### src/lic_map.vh
/*
  Register map constants for the line interface channel control block.
  Assumes inclusion by bare name from the design files of this folder.
*/
`ifndef LIC_MAP_VH
`define LIC_MAP_VH
// Byte address of control register zero, channel 0; channel fills bits 7:4
`define LIC_CCR0_BASE      16'h0F00
// Byte address of first pulse segment register, channel 0 (segments at +8..+F)
`define LIC_SEG_BASE       16'h0F08
// Channel count
`define LIC_NUM_CH         4
// Field positions of control register zero
`define LIC_PATTERN_BIT    7
`define LIC_ROUTE_BIT      6
`define LIC_RXON_BIT       5
`define LIC_EQC_MSB        4
`define LIC_EQC_LSB        0
// Reset values
`define LIC_CCR0_RESET     8'h00
`define LIC_SEG_RESET      8'h00
// Pattern generator seed, non-zero so the shift register never locks up
`define LIC_PATTERN_SEED   20'h00001
// Equalizer code ranges
`define LIC_EQC_SH_FIRST   5'h08
`define LIC_EQC_SH_LAST    5'h0C
`define LIC_EQC_T1_ARB     5'h0D
`define LIC_EQC_T1G_ARB    5'h13
`define LIC_EQC_LH_LAST    5'h07
`define LIC_EQC_GAIN_LO    5'h0E
`define LIC_EQC_GAIN_HI    5'h17
`define LIC_EQC_E1_FIRST   5'h18
// Pattern generator feedback taps
`define LIC_PRBS_TAP_A     15
`define LIC_PRBS_TAP_B     14
`define LIC_QRSS_TAP_A     20
`define LIC_QRSS_TAP_B     17
`endif

### src/lic_channel_ctrl.v
/*
  Per-channel line interface control: control register zero and the
  eight pulse segment registers for four channels, pattern routing,
  receiver power gating and equalizer decode.
  The address nibble above the register offset picks the channel.
  Assumes an Avalon-MM master with byte addresses and 8-bit data.
*/
`timescale 1ns/1ps
`include "lic_map.vh"
module lic_channel_ctrl (
  // Clock and reset
  clk,
  rst_n,
  // Avalon-MM slave
  address,
  read,
  write,
  writedata,
  readdata,
  waitrequest,
  response,
  // Pattern enable per channel
  patternEnable,
  // Transmit line per channel
  txData,
  transmitLineTip,
  transmitLineRing,
  transmitAmplitude,
  // Receive line per channel
  receiveLineTip,
  receiveLineRing,
  receivePositiveDataOut,
  receiveClockOut,
  recoveredClock,
  // Status per channel
  receiverPowerOn,
  longHaul,
  shortHaul15dB,
  arbitraryPulse
);
  input  wire        clk;
  input  wire        rst_n;
  input  wire [15:0] address;
  input  wire        read;
  input  wire        write;
  input  wire [7:0]  writedata;
  output reg  [7:0]  readdata;
  output wire        waitrequest;
  output reg  [1:0]  response;
  input  wire [3:0]  patternEnable;
  input  wire [3:0]  txData;
  output reg  [3:0]  transmitLineTip;
  output reg  [3:0]  transmitLineRing;
  output reg  [31:0] transmitAmplitude;
  input  wire [3:0]  receiveLineTip;
  input  wire [3:0]  receiveLineRing;
  output reg  [3:0]  receivePositiveDataOut;
  output reg  [3:0]  receiveClockOut;
  input  wire [3:0]  recoveredClock;
  output wire [3:0]  receiverPowerOn;
  output wire [3:0]  longHaul;
  output wire [3:0]  shortHaul15dB;
  output wire [3:0]  arbitraryPulse;

  // Register storage and bus state
  reg  [7:0]  ctrl_reg [0:3];     // Control register zero per channel
  reg  [7:0]  seg_reg  [0:31];    // Pulse segments, channel*8 + segment
  reg         ack_reg;            // One wait cycle, then acknowledge
  reg  [2:0]  phase_reg [0:3];    // Segment index stepped every clock
  // Decode and datapath nets
  wire [3:0]  patBit;             // Generator outputs
  wire [1:0]  chSel;              // Addressed channel
  wire        hitCtrl;            // Control register hit
  wire        hitSeg;             // Segment register hit
  wire [4:0]  segIdx;             // Flat segment index
  integer     i;                  // Loop index, bus process
  integer     j;                  // Loop index, line output process

  // Channel number sits in the address nibble above the register offset
  assign chSel   = address[5:4];
  // Full 16-bit compare with the channel field blanked; channel numbers 4 to 15
  // keep their high bits and so fall through to the error answer
  assign hitCtrl = ({address[15:6], 2'h0, address[3:0]} == `LIC_CCR0_BASE);
  assign hitSeg  = ({address[15:6], 2'h0, address[3], 3'h0} == `LIC_SEG_BASE);
  assign segIdx  = {chSel, address[2:0]};
  // Hazard: waitrequest is combinational from read and write, never loop it back
  // Every access waits exactly one cycle; keeps read data registered
  assign waitrequest = (read | write) & ~ack_reg;

  // Bus handshake and register writes
  always @(posedge clk or negedge rst_n) begin
    if (!rst_n) begin
      ack_reg  <= 1'b0;
      readdata <= 8'h00;
      response <= 2'h0;
      for (i = 0; i < `LIC_NUM_CH; i = i + 1) begin
        ctrl_reg[i]  <= `LIC_CCR0_RESET;
        phase_reg[i] <= 3'h0;
      end
      for (i = 0; i < 32; i = i + 1) begin
        seg_reg[i] <= `LIC_SEG_RESET;
      end
    end else begin
      ack_reg <= (read | write) & ~ack_reg;
      if ((read | write) & ~ack_reg) begin
        // Decode and answer on the wait cycle so data stand at the release edge
        if (hitCtrl) begin
          response <= 2'h0;
          readdata <= ctrl_reg[chSel];
        end else if (hitSeg) begin
          response <= 2'h0;
          readdata <= seg_reg[segIdx];
        end else begin
          // Unmapped: slave error, reads zero, write dropped
          response <= 2'h2;
          readdata <= 8'h00;
        end
      end
      // Write lands at the accepting edge only, when waitrequest is low;
      // committing on the wait cycle would act on a request not yet taken
      if (write & ack_reg) begin
        if (hitCtrl) begin
          ctrl_reg[chSel] <= writedata;
        end else if (hitSeg) begin
          seg_reg[segIdx] <= writedata;
        end
      end
      // Phase counters never stop; they only pace segments and the routed clock
      // Step through the eight pulse segments continuously
      for (i = 0; i < `LIC_NUM_CH; i = i + 1) begin
        phase_reg[i] <= phase_reg[i] + 3'h1;
      end
    end
  end

  // Status decode is combinational from the stored code, so it follows
  // a write from the cycle after the accepting edge
  // One pattern generator per channel
  genvar g;
  generate
    for (g = 0; g < `LIC_NUM_CH; g = g + 1) begin : genCh
      lic_pattern_gen uGen (
        .clk        (clk),
        .rst_n      (rst_n),
        .enable     (patternEnable[g]),
        .useQuasi   (ctrl_reg[g][`LIC_PATTERN_BIT]),
        .patternBit (patBit[g])
      );
      wire [4:0] eqc = ctrl_reg[g][`LIC_EQC_MSB:`LIC_EQC_LSB];
      // Haul class and arbitrary decode from the equalizer code; receiver power from its own bit
      assign longHaul[g]        = (eqc <= `LIC_EQC_LH_LAST) ||
                                  (eqc >= `LIC_EQC_E1_FIRST && eqc[2:1] != 2'h2 && eqc[2:1] != 2'h3);
      assign shortHaul15dB[g]   = (eqc >= `LIC_EQC_SH_FIRST && eqc <= `LIC_EQC_T1_ARB) ||
                                  eqc[4:1] == 4'hE;
      assign arbitraryPulse[g]  = (eqc == `LIC_EQC_T1_ARB) || (eqc == `LIC_EQC_T1G_ARB);
      assign receiverPowerOn[g] = ctrl_reg[g][`LIC_RXON_BIT];
    end
  endgenerate

  // Registered line outputs: routing, receive gating and amplitude
  // Limitation: segment phase runs free, not aligned to any bit boundary
  always @(posedge clk or negedge rst_n) begin
    if (!rst_n) begin
      transmitLineTip        <= 4'h0;
      transmitLineRing       <= 4'h0;
      receivePositiveDataOut <= 4'h0;
      receiveClockOut        <= 4'h0;
      transmitAmplitude      <= 32'h00000000;
    end else begin
      for (j = 0; j < `LIC_NUM_CH; j = j + 1) begin
        if (patternEnable[j] && !ctrl_reg[j][`LIC_ROUTE_BIT]) begin
          // Pattern replaces transmit data on the pair
          transmitLineTip[j]  <= patBit[j];
          transmitLineRing[j] <= ~patBit[j];
        end else begin
          transmitLineTip[j]  <= txData[j];
          transmitLineRing[j] <= ~txData[j];
        end
        if (patternEnable[j] && ctrl_reg[j][`LIC_ROUTE_BIT]) begin
          // Pattern shown on the receive outputs instead
          receivePositiveDataOut[j] <= patBit[j];
          receiveClockOut[j]        <= clk_phase(phase_reg[j]);
        end else if (ctrl_reg[j][`LIC_RXON_BIT]) begin
          // Powered receiver passes line data; off means quiet outputs
          receivePositiveDataOut[j] <= receiveLineTip[j] & ~receiveLineRing[j];
          receiveClockOut[j]        <= recoveredClock[j];
        end else begin
          receivePositiveDataOut[j] <= 1'b0;
          receiveClockOut[j]        <= 1'b0;
        end
        // Arbitrary mode: amplitude follows programmed segments
        if (arbitraryPulse[j]) begin
          transmitAmplitude[j*8 +: 8] <= seg_reg[{j[1:0], phase_reg[j]}];
        end else begin
          transmitAmplitude[j*8 +: 8] <= {3'h0, ctrl_reg[j][`LIC_EQC_MSB:`LIC_EQC_LSB]};
        end
      end
    end
  end

  // Routed clock is a divide-by-eight of the core clock, not a line clock
  // Clock for routed pattern: high in first half of segment cycle
  function clk_phase;
    input [2:0] ph;
    begin
      clk_phase = ~ph[2];
    end
  endfunction
endmodule

### src/lic_pattern_gen.v
/*
  One channel's test pattern generator: 2^15-1 pseudo-random or 2^20-1
  quasi-random sequence, one bit per clock.
  Assumes the owner holds it enabled only while a pattern is wanted.
*/
`timescale 1ns/1ps
`include "lic_map.vh"
module lic_pattern_gen (
  // Clock and reset
  clk,
  rst_n,
  // Control
  enable,
  useQuasi,
  // Pattern bit
  patternBit
);
  input  wire clk;
  input  wire rst_n;
  input  wire enable;
  input  wire useQuasi;
  output wire patternBit;

  reg  [19:0] shift_reg;  // Shared shift register, low 15 bits for short mode
  reg  [19:0] shift_next;
  reg         fbBit;       // Feedback tap sum

  // Feedback picks the taps of the chosen polynomial
  always @* begin
    if (useQuasi) begin
      fbBit = shift_reg[`LIC_QRSS_TAP_A-1] ^ shift_reg[`LIC_QRSS_TAP_B-1];
    end else begin
      fbBit = shift_reg[`LIC_PRBS_TAP_A-1] ^ shift_reg[`LIC_PRBS_TAP_B-1];
    end
    shift_next = {shift_reg[18:0], fbBit};
  end

  // Seed is non-zero so the sequence never locks up
  always @(posedge clk or negedge rst_n) begin
    if (!rst_n) begin
      shift_reg <= `LIC_PATTERN_SEED;
    end else if (enable) begin
      shift_reg <= shift_next;
    end
  end

  // Quasi-random output forces a one after long zero runs, as usual for this pattern
  assign patternBit = useQuasi ? (fbBit | ~(|shift_reg[13:0])) : fbBit;
endmodule

### config.mk
export PLATFORM = sky130hd
export DESIGN_NAME = lic_channel_ctrl
export DESIGN_NICKNAME = d
export VERILOG_FILES = /design/src/lic_channel_ctrl.v /design/src/lic_pattern_gen.v
export VERILOG_INCLUDE_DIRS = /design/src
export SDC_FILE = /design/constraint.sdc
export NUM_CORES = 1
export LEC_CHECK = 0
export BUFFER_PORTS_ARGS = -buffer_cell sky130_fd_sc_hd__buf_4
export CAP_MARGIN = 40
export CORE_MARGIN = 1.5
export CORE_UTILIZATION = 35
export CTS_CLUSTER_SIZE = 25
export DETAILED_ROUTE_END_ITERATION = 6
export GPL_TIMING_DRIVEN = 0
export SLEW_MARGIN = 20
export SYNTH_ARGS = -nofsm -noshare
export SYNTH_HDL_FRONTEND = slang
export SYNTH_SLANG_ARGS = --single-unit
export TNS_END_PERCENT = 30
### constraint.sdc
create_clock -name clk -period 3 [get_ports clk]
set_clock_uncertainty 0.15 [all_clocks]
set_input_delay 0 -clock clk [delete_from_list [all_inputs] [get_ports clk]]
set_output_delay 0 -clock clk [all_outputs]
set_load 0.005 [all_outputs]
==> out/metrics.yaml, run 1 <==
status:
  run_status: "finished clean"
logic_synthesis:
  synth.cell_area_um2: 21300
  synthDistinctLibCells: 56
  synthesis.area_per_instance_um2: 13.7
  ys_flop_type: "sky130_fd_sc_hd__dfrtp_1"
  synth.ff_latch_count: 438
  sequential_area_share_after_synthesis_pct: 51.5
  synth.net_count: 1604
  yosysWarnings: 0
  cells_after_synth: 1552
  synth_enable_flop_cells: 0
  asyncSetResetFlopFracSynth_pct: 100
sta:
  worst-slew-pin-transition_ps: 876
  max_slew_margin_pct: 41.3
  max_transition_viols_final: 0
  timing.final.crit_period_ps: 2840
  finalSetupViolations: 0
  final.period_utilization_pct: 94.5
  report.final.hold_viol_count: 0
  final.setup.worst_slack_ps: 164
  rsz0062_at_grt: "no"
  worst_hold_slack_ps: 9.91
  max_clock_freq_ghz: 0.353
worst_hold_path:
  hold_path_class: "in -> reg"
  worst_hold_path_depth: 5
  worst_hold_path.endpoint: "response[1]"
  timing.hold.worst.start: "address[3]"
cells_and_area:
  drive_above_1_share_pct: 39.3
  layout.cells.most_common_list: "sky130_fd_sc_hd__dfrtp_1, sky130_fd_sc_hd__mux2_2, sky130_fd_sc_hd__mux2i_1, sky130_fd_sc_hd__buf_4, sky130_fd_sc_hd__clkbuf_1"
  finalNonFillerCells: 2623
  layout.cells.most_common: "sky130_fd_sc_hd__dfrtp_1"
  flip_flop_count_of_the_largest_register_all_copies_and_words_added: 256
  nNetsFinal: 1857
  fillerInstances: 5515
  syn_to_final_growth_pct: 21.2
  insertedDiodeCount: 0
  final_design_area_no_fill_um2: 25800
die:
  effective_utilization_at_floorplan_pct: 35.3
  die_h_um: 250
  boundaryPins: 123
  floorplan.die_area_um2: 62300
  fp.dieW_um: 250
  floorplan.rows: 90
  placeableCoreArea_um2: 60200
pwr:
  peakVddDrop_mv: 0.355
  p_per_cell_area_nw_per_um2: 496
  static-leakage-power_nw: 12.3
  post-layout-total-power_mw: 12.8
placed_design:
  place.gp.congestion: 0.935
  placed_cell_area_um2: 23600
  placedCellCount: 2481
  io_buffer_count: 120
  detailed_place_hpwl_um: 46800
  pre_cts_ws_ps: -392
setup_path:
  timing.critical_path.required_ps: 3300
  cp_max_fo: 8
  worst_setup_startpoint: "phase_reg[0]"
  r2r_setup_slack_ps: 160
  timing.rr.end: "transmitAmplitude[24]"
  wp_data_arrival_ps: 3140
  r2r_start: "phase_reg[0]"
  cp-start-kind: "flop"
  worst-r2r-cell-count: 6
  critPathCaptureType: "flop"
  timing_worst_setup_path_type: "reg -> reg"
route:
  drt_first_iter_violations: 1148
  drtAntennaViolNets: 0
  viasPerCell: 5.57
  route.detailed.wl_per_inst_um: 24.2
  route.detailed.drc: 0
  wirelength_um: 63400
  drt_first_pass_iters: 7
  num_vias: 14600
job:
  drv_cap: 0
global_route:
  initial_antenna_violation_count: 1
  tot_gr_track_use_pct: 20.4
  first_global_vias: 15100
  grt_pass1_wl_um: 95700
  overflow: 0
  pin_count_of_the_biggest_net_entering_global_routing: 94
clocking:
  post_cts_setup_buffers: 0
  root_buffer: "sky130_fd_sc_hd__clkbuf_16"
  cts_num_sinks: 438
  cts-htree-levels: 2
  clk_pin_slew_ps: 60
  cts_tree: "done"
  cts.path.max_buffers: 3
  clkLatencyLatePin_ps: 600
  cts_buffers: 48
-- report_power, final --
part | leakage [nW] | switching [mW] | internal (mW)
logic | 5.43 | 0.417 | 0.217
registers | 6.07 | 0.00418 | 5.92
clock network | 0.818 | 2.45 | 3.77
-- cell type report --
cell class,instances,area [um^2],share of cell area [%]
Inverter,18,67.6,0.262
Multi-Input combinational cell,986,9810,38.1
Clock inverter,18,256,0.995
Sequential cell,438,11000,42.5
Tap cell,782,978,3.80
Clock buffer,68,1410,5.46
Buffer,110,439,1.70
Timing Repair Buffer,203,1850,7.17
-- cell families after synthesis --
family | synth area share [%]
muxes | 34.9
DFF | 51.5
and+or+nand+nor | 6.74
buffers and inverters | 2.37
AOI/OAI and AO/OA | 3.69
xor gates and xnor gates | 0.494
adders and majority gates | 0.235
other | 0.0176
-- metrics by stage --
| step | TNS (ps) | utilization (%) |
|---|---|---|
| 2_1_floorplan | 0 | - |
| 3_3_place_gp | -1140520 | 38.4 |
| 3_5_place_dp | -8020 | 39.1 |
| 4_1_cts | 0 | 42.7 |
| 5_1_grt | 0 | 42.8 |
| 6_report | 0 | 42.8 |
-- worst max-delay path, stage by stage (launching register included) --
cell	delay [ps]
sky130_fd_sc_hd__dfrtp_1	350
sky130_fd_sc_hd__clkbuf_1	540
sky130_fd_sc_hd__buf_1	460
sky130_fd_sc_hd__buf_6	220
sky130_fd_sc_hd__mux4_2	520
sky130_fd_sc_hd__mux2i_1	320
sky130_fd_sc_hd__a21oi_1	130
-- Yosys cell counts (6+ instances only) --
library cell | count | area, um^2
sky130_fd_sc_hd__nor2_1 | 31 | 116
sky130_fd_sc_hd__inv_1 | 17 | 63.8
sky130_fd_sc_hd__xor2_1 | 8 | 70.1
sky130_fd_sc_hd__nand3b_1 | 10 | 75.1
sky130_fd_sc_hd__nand2_2 | 14 | 87.6
sky130_fd_sc_hd__mux4_2 | 72 | 1620
sky130_fd_sc_hd__nand4b_1 | 9 | 78.8
sky130_fd_sc_hd__a21o_1 | 10 | 75.1
sky130_fd_sc_hd__mux2_2 | 376 | 4230
sky130_fd_sc_hd__clkbuf_1 | 71 | 267
sky130_fd_sc_hd__nand4_1 | 9 | 56.3
sky130_fd_sc_hd__buf_1 | 30 | 113
sky130_fd_sc_hd__nor4_1 | 31 | 194
sky130_fd_sc_hd__a21oi_1 | 10 | 50.1
sky130_fd_sc_hd__nand2_1 | 60 | 225
sky130_fd_sc_hd__nand3_1 | 21 | 105
sky130_fd_sc_hd__o22ai_1 | 64 | 400
sky130_fd_sc_hd__dfrtp_1 | 434 | 10900
sky130_fd_sc_hd__a31oi_1 | 6 | 37.5
sky130_fd_sc_hd__nor2b_1 | 9 | 56.3
sky130_fd_sc_hd__o21ai_0 | 20 | 100
sky130_fd_sc_hd__mux2i_1 | 154 | 1540
-- repair_timing --
item / 4_1_cts / 5_1_grt
endpoints found under the hold margin: 595 / 0
endpoints found under the setup margin: 0 / 2
hold buffers: 51 / 0
resized for setup: 0 / 1
-- how the worst max path moves through the flow --
stage,end,slack (ps),cells after the start
finish,transmitAmplitude[24],160,6
global route,transmitAmplitude[24],10,6
CTS,transmitAmplitude[24],140,6
detailed placement,readdata[6],-390,8
global placement,seg_reg[51],-2650,1
floorplan,seg_reg[71],570,6
-- per-layer routing --
layer / vias to the layer above / GRT usage, % / part of all wire (%)
met3: 111 / 4.02 / 6.0
li1: 6327 / - / -
met2: 448 / 33.3 / 48
met5: - / 0 / 0
met4: 0 / 6.93 / 3.4
met1: 7715 / 27.1 / 42
No activity file was read; power rests on OpenSTA's default activity.
==> run 2, diff against run 1 <==
==> constraint.sdc (replaced) <==
create_clock -name clk -period 3 [get_ports clk]
set_clock_uncertainty 0.15 [all_clocks]
set_input_delay 0.6 -clock clk [delete_from_list [all_inputs] [get_ports clk]]
set_output_delay 0.6 -clock clk [all_outputs]
set_load 0.005 [all_outputs]
==> run 2 against run 1 <==
Worst hold slack gained 67 ps. Sequential power is essentially flat. Non-clock buffer count shrank 52. Utilization shrank 0.73 points. Combinational power shrank 6.0%. Critical path depth grew 2. Critical endpoint is now seg_reg[225]. Largest cell class unchanged.
==> out/metrics.yaml, run 2 (same netlist as run 1, synthesis figures left out) <==
die:
  boundaryPins: 123  # unchanged
  fp.dieW_um: 250  # unchanged
  effective_utilization_at_floorplan_pct: 35.3  # unchanged
  die_h_um: 250  # unchanged
  floorplan.die_area_um2: 62300  # unchanged
  floorplan.rows: 90  # unchanged
  placeableCoreArea_um2: 60200  # unchanged
clocking:
  cts-htree-levels: 2  # unchanged
  cts_tree: "done"  # unchanged
  cts_num_sinks: 438  # unchanged
  cts_buffers: 47  # was 48
  clkLatencyLatePin_ps: 600  # about the same
  root_buffer: "sky130_fd_sc_hd__clkbuf_16"  # unchanged
  cts.path.max_buffers: 3  # unchanged
  clk_pin_slew_ps: 60  # about the same
sta:
  worst-slew-pin-transition_ps: 917  # was 876 ps
  max_transition_viols_final: 0  # unchanged
  finalSetupViolations: 0  # unchanged
  timing.final.crit_period_ps: 2940  # was 2840 ps
  max_clock_freq_ghz: 0.340  # was 0.353 GHz
  rsz0062_at_grt: "yes"  # was no
  final.period_utilization_pct: 98.1  # was 94.5%
  report.final.hold_viol_count: 0  # unchanged
  max_slew_margin_pct: 38.8  # was 41.3%
setup_path:
  critPathCaptureType: "flop"  # unchanged
  timing.critical_path.required_ps: 3340  # was 3300 ps
  cell_family_with_most_cp_delay: "simple AND/OR/NAND/NOR gates"  # was buffers and inverters
  crit_slowest_cell: "sky130_fd_sc_hd__or4b_4"  # was sky130_fd_sc_hd__clkbuf_1
  timing_worst_setup_path_type: "in -> reg"  # was reg -> reg
  cp_max_fo: 8  # unchanged
  timing.critical_path.cells: "buf_4, or4b_4, buf_2, nor4_1, and3_1, clkbuf_1, nand2_1, mux2_2"  # was clkbuf_1, buf_1, buf_6, mux4_2, mux2i_1, a21oi_1
  worst-path-buf-inv: 3  # unchanged
  worst_path_largest_cell_delay_ps: 580  # was 540 ps
  wp_data_arrival_ps: 3280  # was 3140 ps
  cp-start-kind: "input pin"  # was flop
global_route:
  gr_met2_demand_resource_pct: 32.8  # was 33.3%
  initial_antenna_violation_count: 2  # was 1
  grt_pass1_wl_um: 95000  # was 95700 um
  overflow: 0  # unchanged
  pin_count_of_the_biggest_net_entering_global_routing: 100  # was 94
  grt_util_met1_pct: 27.3  # was 27.1%
  tot_gr_track_use_pct: 20.3  # was 20.4%
  grtUsageMet3_pct: 3.94  # was 4.02%
  first_global_vias: 14800  # was 15100
  grt_most_used_layer: "met2"  # unchanged
status:
  run_status: "finished clean"  # unchanged
placed_design:
  place.gp.congestion: 0.959  # was 0.935
  placed_cell_area_um2: 23500  # was 23600 um^2
  io_buffer_count: 120  # unchanged
  detailed_place_hpwl_um: 46700  # was 46800 um
route:
  drtAntennaViolNets: 0  # unchanged
  num_vias: 14200  # was 14600
  wirelength_um: 62900  # was 63400 um
  drt_first_iter_violations: 1200  # was 1148
  drt_first_pass_iters: 5  # was 7
  route.detailed.wl_per_inst_um: 24.4  # was 24.2 um
  route.detailed.drc: 0  # unchanged
  viasPerCell: 5.52  # was 5.57
cells_and_area:
  seq_area_um2: 11000  # about the same
  drive_above_1_share_pct: 42.0  # was 39.3%
  final_design_area_no_fill_um2: 25300  # was 25800 um^2
  flip_flop_count_of_the_largest_register_all_copies_and_words_added: 256  # unchanged
  nNetsFinal: 1804  # was 1857
  layout.core_utilization_pct: 42.1  # was 42.8%
  layout.cells.most_common: "sky130_fd_sc_hd__dfrtp_1"  # unchanged
  multi_input_comb_area_um2: 9910  # was 9810 um^2
  fillerInstances: 5467  # was 5515
  layout.cells.most_common_list: "sky130_fd_sc_hd__dfrtp_1, sky130_fd_sc_hd__mux2_2, sky130_fd_sc_hd__mux2i_1, sky130_fd_sc_hd__buf_4, sky130_fd_sc_hd__mux4_2"  # was sky130_fd_sc_hd__dfrtp_1, sky130_fd_sc_hd__mux2_2, sky130_fd_sc_hd__mux2i_1, sky130_fd_sc_hd__buf_4, sky130_fd_sc_hd__clkbuf_1
  syn_to_final_growth_pct: 19.1  # was 21.2%
pwr:
  peakVddDrop_mv: 0.381  # was 0.355 mV
  static-leakage-power_nw: 12.1  # was 12.3 nW
  p_per_cell_area_nw_per_um2: 495  # was 496 nW/um^2
worst_hold_path:
  hold_path_class: "in -> reg"  # unchanged
job:
  drv_cap: 0  # unchanged
run 2: path summary, 6_finish.rpt:
kind / from / endpoint / slack [ps] / cells after the start
max in group asynchronous: rst_n / transmitAmplitude[21] / 930 / 5
hold / removal: recoveredClock[1] / receiveClockOut[1] / 80 / 3
setup reg to reg: phase_reg[6] / transmitAmplitude[11] / 280 / 6
min in group asynchronous: rst_n / transmitAmplitude[7] / 300 / 2
setup / recovery: address[15] / seg_reg[225] / 60 / 8
hold reg to reg: phase_reg[10] / phase_reg[10] / 340 / 1
run 2: worst reg2reg max path: cells and delay by family, from the launching register on:
kind / cells / cell delay [ps]
AO/OA/AOI/OAI: 1 / 170
buffers and inverters: 3 / 1150
flip-flops: 1 / 350
multiplexers: 2 / 730
run 2: repair_timing:
action | 4_1_cts | 5_1_grt
buffers inserted | 1 | 4
gates resized for setup | 26 | 16
endpoints found under the hold margin | 28 | 0
endpoints found under the setup margin | 145 | 115
pin swaps | 1 | 5
hold buffers | 1 | 0
run 2: layout make-up:
class	count	share of cell area, %
Multi-Input combinational cell	986	39.1
Tap cell	782	3.86
Clock buffer	70	5.54
Inverter	18	0.267
Buffer	108	1.77
Antenna cell	1	0.00988
Clock inverter	16	0.820
Timing Repair Buffer	153	5.33
Sequential cell	438	43.3
run 2: layer usage:
layer / routed length [um] / part of all wire, %
met4: 1790 / 2.8
met1: 27200 / 43
met5: 24 / 0.038
met2: 30000 / 48
met3: 3890 / 6.2
run 2: stage by stage:
step                      TNS (ps)  cells  total power [mW]  worst slack, ps  hold slack (ps)
after floorplan              -72.5   1552              6.25            -24.2              154
final                            0   2572              12.5             58.2             77.2
after global placement    -1577950   2454              6.58            -3260              327
after global routing          -104   2571              13.0            -15.1             74.8
after detailed placement   -179860   2480              6.62            -1010              330
after CTS                    -1080   2567              12.7            -61.6             57.2
run 2: power by group:
part | switching [mW] | internal [mW] | leakage, nW | total [mW]
clock | 2.50 | 3.51 | 0.793 | 6.02
sequential | 0.00624 | 5.92 | 6.07 | 5.92
combinational | 0.409 | 0.187 | 5.26 | 0.596
total | 2.92 | 9.62 | 12.1 | 12.5
==> run 3, diff against run 2 <==
==> constraint.sdc (replaced) <==
create_clock -name clk -period 3 [get_ports clk]
set_clock_uncertainty 0.15 [all_clocks]
set_input_delay 0.15 -clock clk [delete_from_list [all_inputs] [get_ports clk]]
set_output_delay 0.15 -clock clk [all_outputs]
set_load 0.005 [all_outputs]
==> run 3 against run 2 <==
Critical path depth did not move. Power rose by 1.8%. Die area did not move. Clock-buffer cell count fell by 2. Worst setup slack got worse by 1.5 ps. Final cell count rose by 1.5%. Utilization rose by 0.52 points. Largest cell class unchanged. Largest power group unchanged. Highest routed layer is now met4.
==> out/metrics.yaml, run 3 (same netlist as run 1, synthesis figures left out) <==
setup_path:
  timing.critical_path.cells: "buf_4, dlygate4sd3_1, or3b_2, nor4_1, and3_1, clkbuf_1, nand4_1, mux2_2"  # was buf_4, or4b_4, buf_2, nor4_1, and3_1, clkbuf_1, nand2_1, mux2_2
  timing.critical_path.required_ps: 3310  # was 3340 ps
  critPathCaptureType: "flop"  # unchanged
  crit_slowest_cell: "sky130_fd_sc_hd__nand4_1"  # was sky130_fd_sc_hd__or4b_4
  cp-start-kind: "input pin"  # unchanged
  worst_path_largest_cell_delay_ps: 590  # was 580 ps
  timing_worst_setup_path_type: "in -> reg"  # unchanged
  worst-path-buf-inv: 3  # unchanged
  cell_family_with_most_cp_delay: "simple AND/OR/NAND/NOR gates"  # unchanged
  cp_max_fo: 8  # unchanged
  wp_data_arrival_ps: 3250  # was 3280 ps
die:
  effective_utilization_at_floorplan_pct: 35.3  # unchanged
  fp.dieW_um: 250  # unchanged
  floorplan.rows: 90  # unchanged
  floorplan.die_area_um2: 62300  # unchanged
  placeableCoreArea_um2: 60200  # unchanged
  die_h_um: 250  # unchanged
  boundaryPins: 123  # unchanged
pwr:
  p_per_cell_area_nw_per_um2: 498  # was 495 nW/um^2
  post-layout-total-power_mw: 12.8  # was 12.5 mW
  static-leakage-power_nw: 12.2  # was 12.1 nW
  peakVddDrop_mv: 0.355  # was 0.381 mV
clocking:
  clk_pin_slew_ps: 60  # about the same
  cts-htree-levels: 2  # unchanged
  cts.path.max_buffers: 3  # unchanged
  root_buffer: "sky130_fd_sc_hd__clkbuf_16"  # unchanged
  clkLatencyLatePin_ps: 600  # about the same
  cts_tree: "done"  # unchanged
  cts_num_sinks: 438  # unchanged
  cts_buffers: 48  # was 47
  post_cts_setup_buffers: 0  # was 1
cells_and_area:
  drive_above_1_share_pct: 39.6  # was 42.0%
  insertedDiodeCount: 0  # was 1
  nNetsFinal: 1844  # was 1804
  layout.cells.most_common_list: "sky130_fd_sc_hd__dfrtp_1, sky130_fd_sc_hd__mux2_2, sky130_fd_sc_hd__mux2i_1, sky130_fd_sc_hd__buf_4, sky130_fd_sc_hd__clkbuf_1"  # was sky130_fd_sc_hd__dfrtp_1, sky130_fd_sc_hd__mux2_2, sky130_fd_sc_hd__mux2i_1, sky130_fd_sc_hd__buf_4, sky130_fd_sc_hd__mux4_2
  flip_flop_count_of_the_largest_register_all_copies_and_words_added: 256  # unchanged
  syn_to_final_growth_pct: 20.5  # was 19.1%
  layout.cells.most_common: "sky130_fd_sc_hd__dfrtp_1"  # unchanged
sta:
  report.final.hold_viol_count: 0  # unchanged
  final.setup.worst_slack_ps: 56.7  # was 58.2 ps
  timing.final.crit_period_ps: 2940  # about the same
  finalSetupViolations: 0  # unchanged
  max_slew_margin_pct: 40.9  # was 38.8%
  worst-slew-pin-transition_ps: 884  # was 917 ps
  max_clock_freq_ghz: 0.340  # about the same
  max_transition_viols_final: 0  # unchanged
  rsz0062_at_grt: "no"  # was yes
  final.period_utilization_pct: 98.1  # about the same
route:
  route.detailed.drc: 0  # unchanged
  drt_first_pass_iters: 5  # unchanged
  drt_first_iter_violations: 1166  # was 1200
  met3WireLength_um: 3230  # was 3890 um
  wirelength_um: 63100  # was 62900 um
  topRoutingLayerUsed: "met4"  # was met5
  met2WireLength_um: 30300  # was 30000 um
  route.detailed.wl_per_inst_um: 24.2  # was 24.4 um
  wirelength_met1_um: 27500  # was 27200 um
  viasPerCell: 5.54  # was 5.52
  drtAntennaViolNets: 0  # unchanged
  num_vias: 14500  # was 14200
global_route:
  grt_pass1_wl_um: 95300  # was 95000 um
  first_global_vias: 15100  # was 14800
  initial_antenna_violation_count: 1  # was 2
  overflow: 0  # unchanged
  pin_count_of_the_biggest_net_entering_global_routing: 94  # was 100
  tot_gr_track_use_pct: 20.3  # about the same
placed_design:
  detailed_place_hpwl_um: 46800  # was 46700 um
  pre_cts_ws_ps: -542  # was -1010 ps
  io_buffer_count: 120  # unchanged
  place.gp.congestion: 0.935  # was 0.959
job:
  drv_cap: 0  # unchanged
status:
  run_status: "finished clean"  # unchanged
worst_hold_path:
  hold_path_class: "in -> reg"  # unchanged
run 3: changes by cell type in the layout (fill, tap and decap cells not counted), sizes merged:
| cell | change |
|---|---|
| clkbuf | +2 |
| dlygate4sd3 | +36 |
| clkdlybuf4s15 | -1 |
| clkinv | -2 |
| clkinvlp | +1 |
| diode | -1 |
| bufinv | +3 |
run 3: worst paths after layout:
check | cells after the start | to | slack (ps) | from
max | 8 | seg_reg[6] | 60 | address[13]
min | 3 | ack_reg | 70 | read
max reg2reg | 6 | transmitAmplitude[24] | 170 | phase_reg[0]
min reg2reg | 2 | response[1] | 330 | response[1]
max in group asynchronous | 5 | seg_reg[56] | 1270 | rst_n
min in group asynchronous | 3 | genCh[2].uGen.shift_reg[0] | 500 | rst_n
run 3: worst reg2reg max path: cells and delay by family (launching register included):
kind / cells / cell delay (ps)
AO/OA/AOI/OAI: 1 / 140
multiplexers: 2 / 840
flip-flops: 1 / 350
buffers and inverters: 3 / 1240
run 3: area by class of cell:
cell class / count / area [um^2]
Tap cell: 782 / 978
Clock buffer: 68 / 1410
Clock inverter: 18 / 256
Multi-Input combinational cell: 986 / 9810
Inverter: 18 / 67.6
Fill cell: 5528 / 34600
Timing Repair Buffer: 190 / 1720
Buffer: 110 / 439
Sequential cell: 438 / 11000
run 3: where the power goes:
group / switching [mW] / total (mW) / internal [mW]
sequential: 0.00419 / 5.92 / 5.92
clock: 2.44 / 6.21 / 3.77
combinational: 0.416 / 0.630 / 0.215
total: 2.86 / 12.8 / 9.91
run 3: per-stage QoR:
| stage | util (%) | TNS [ps] | cells | instance area [um^2] | hold slack [ps] |
|---|---|---|---|---|---|
| 4_1_cts | 42.5 | 0 | 2605 | 25600 | 47.5 |
| 5_1_grt | 42.6 | 0 | 2610 | 25600 | 74.5 |
| 2_1_floorplan | - | 0 | 1552 | 21300 | -296 |
| 3_5_place_dp | 39.1 | -34070 | 2481 | 23600 | -134 |
| 3_3_place_gp | 38.4 | -1225490 | 2454 | 23200 | 239 |
| 6_report | 42.6 | 0 | 2610 | 25600 | 67.1 |
run 3: repair_timing:
action,in CTS,in global routing
resized for setup,0,1
endpoints found under the hold margin,274,0
setup endpoints to repair,0,4
hold buffers,38,0
run 3: layer usage:
| metal | up-vias | GRT usage [%] |
|---|---|---|
| li1 | 6297 | - |
| met1 | 7667 | 27.0 |
| met2 | 380 | 33.3 |
| met3 | 106 | 3.92 |
| met4 | 0 | 6.55 |
| met5 | - | 0 |
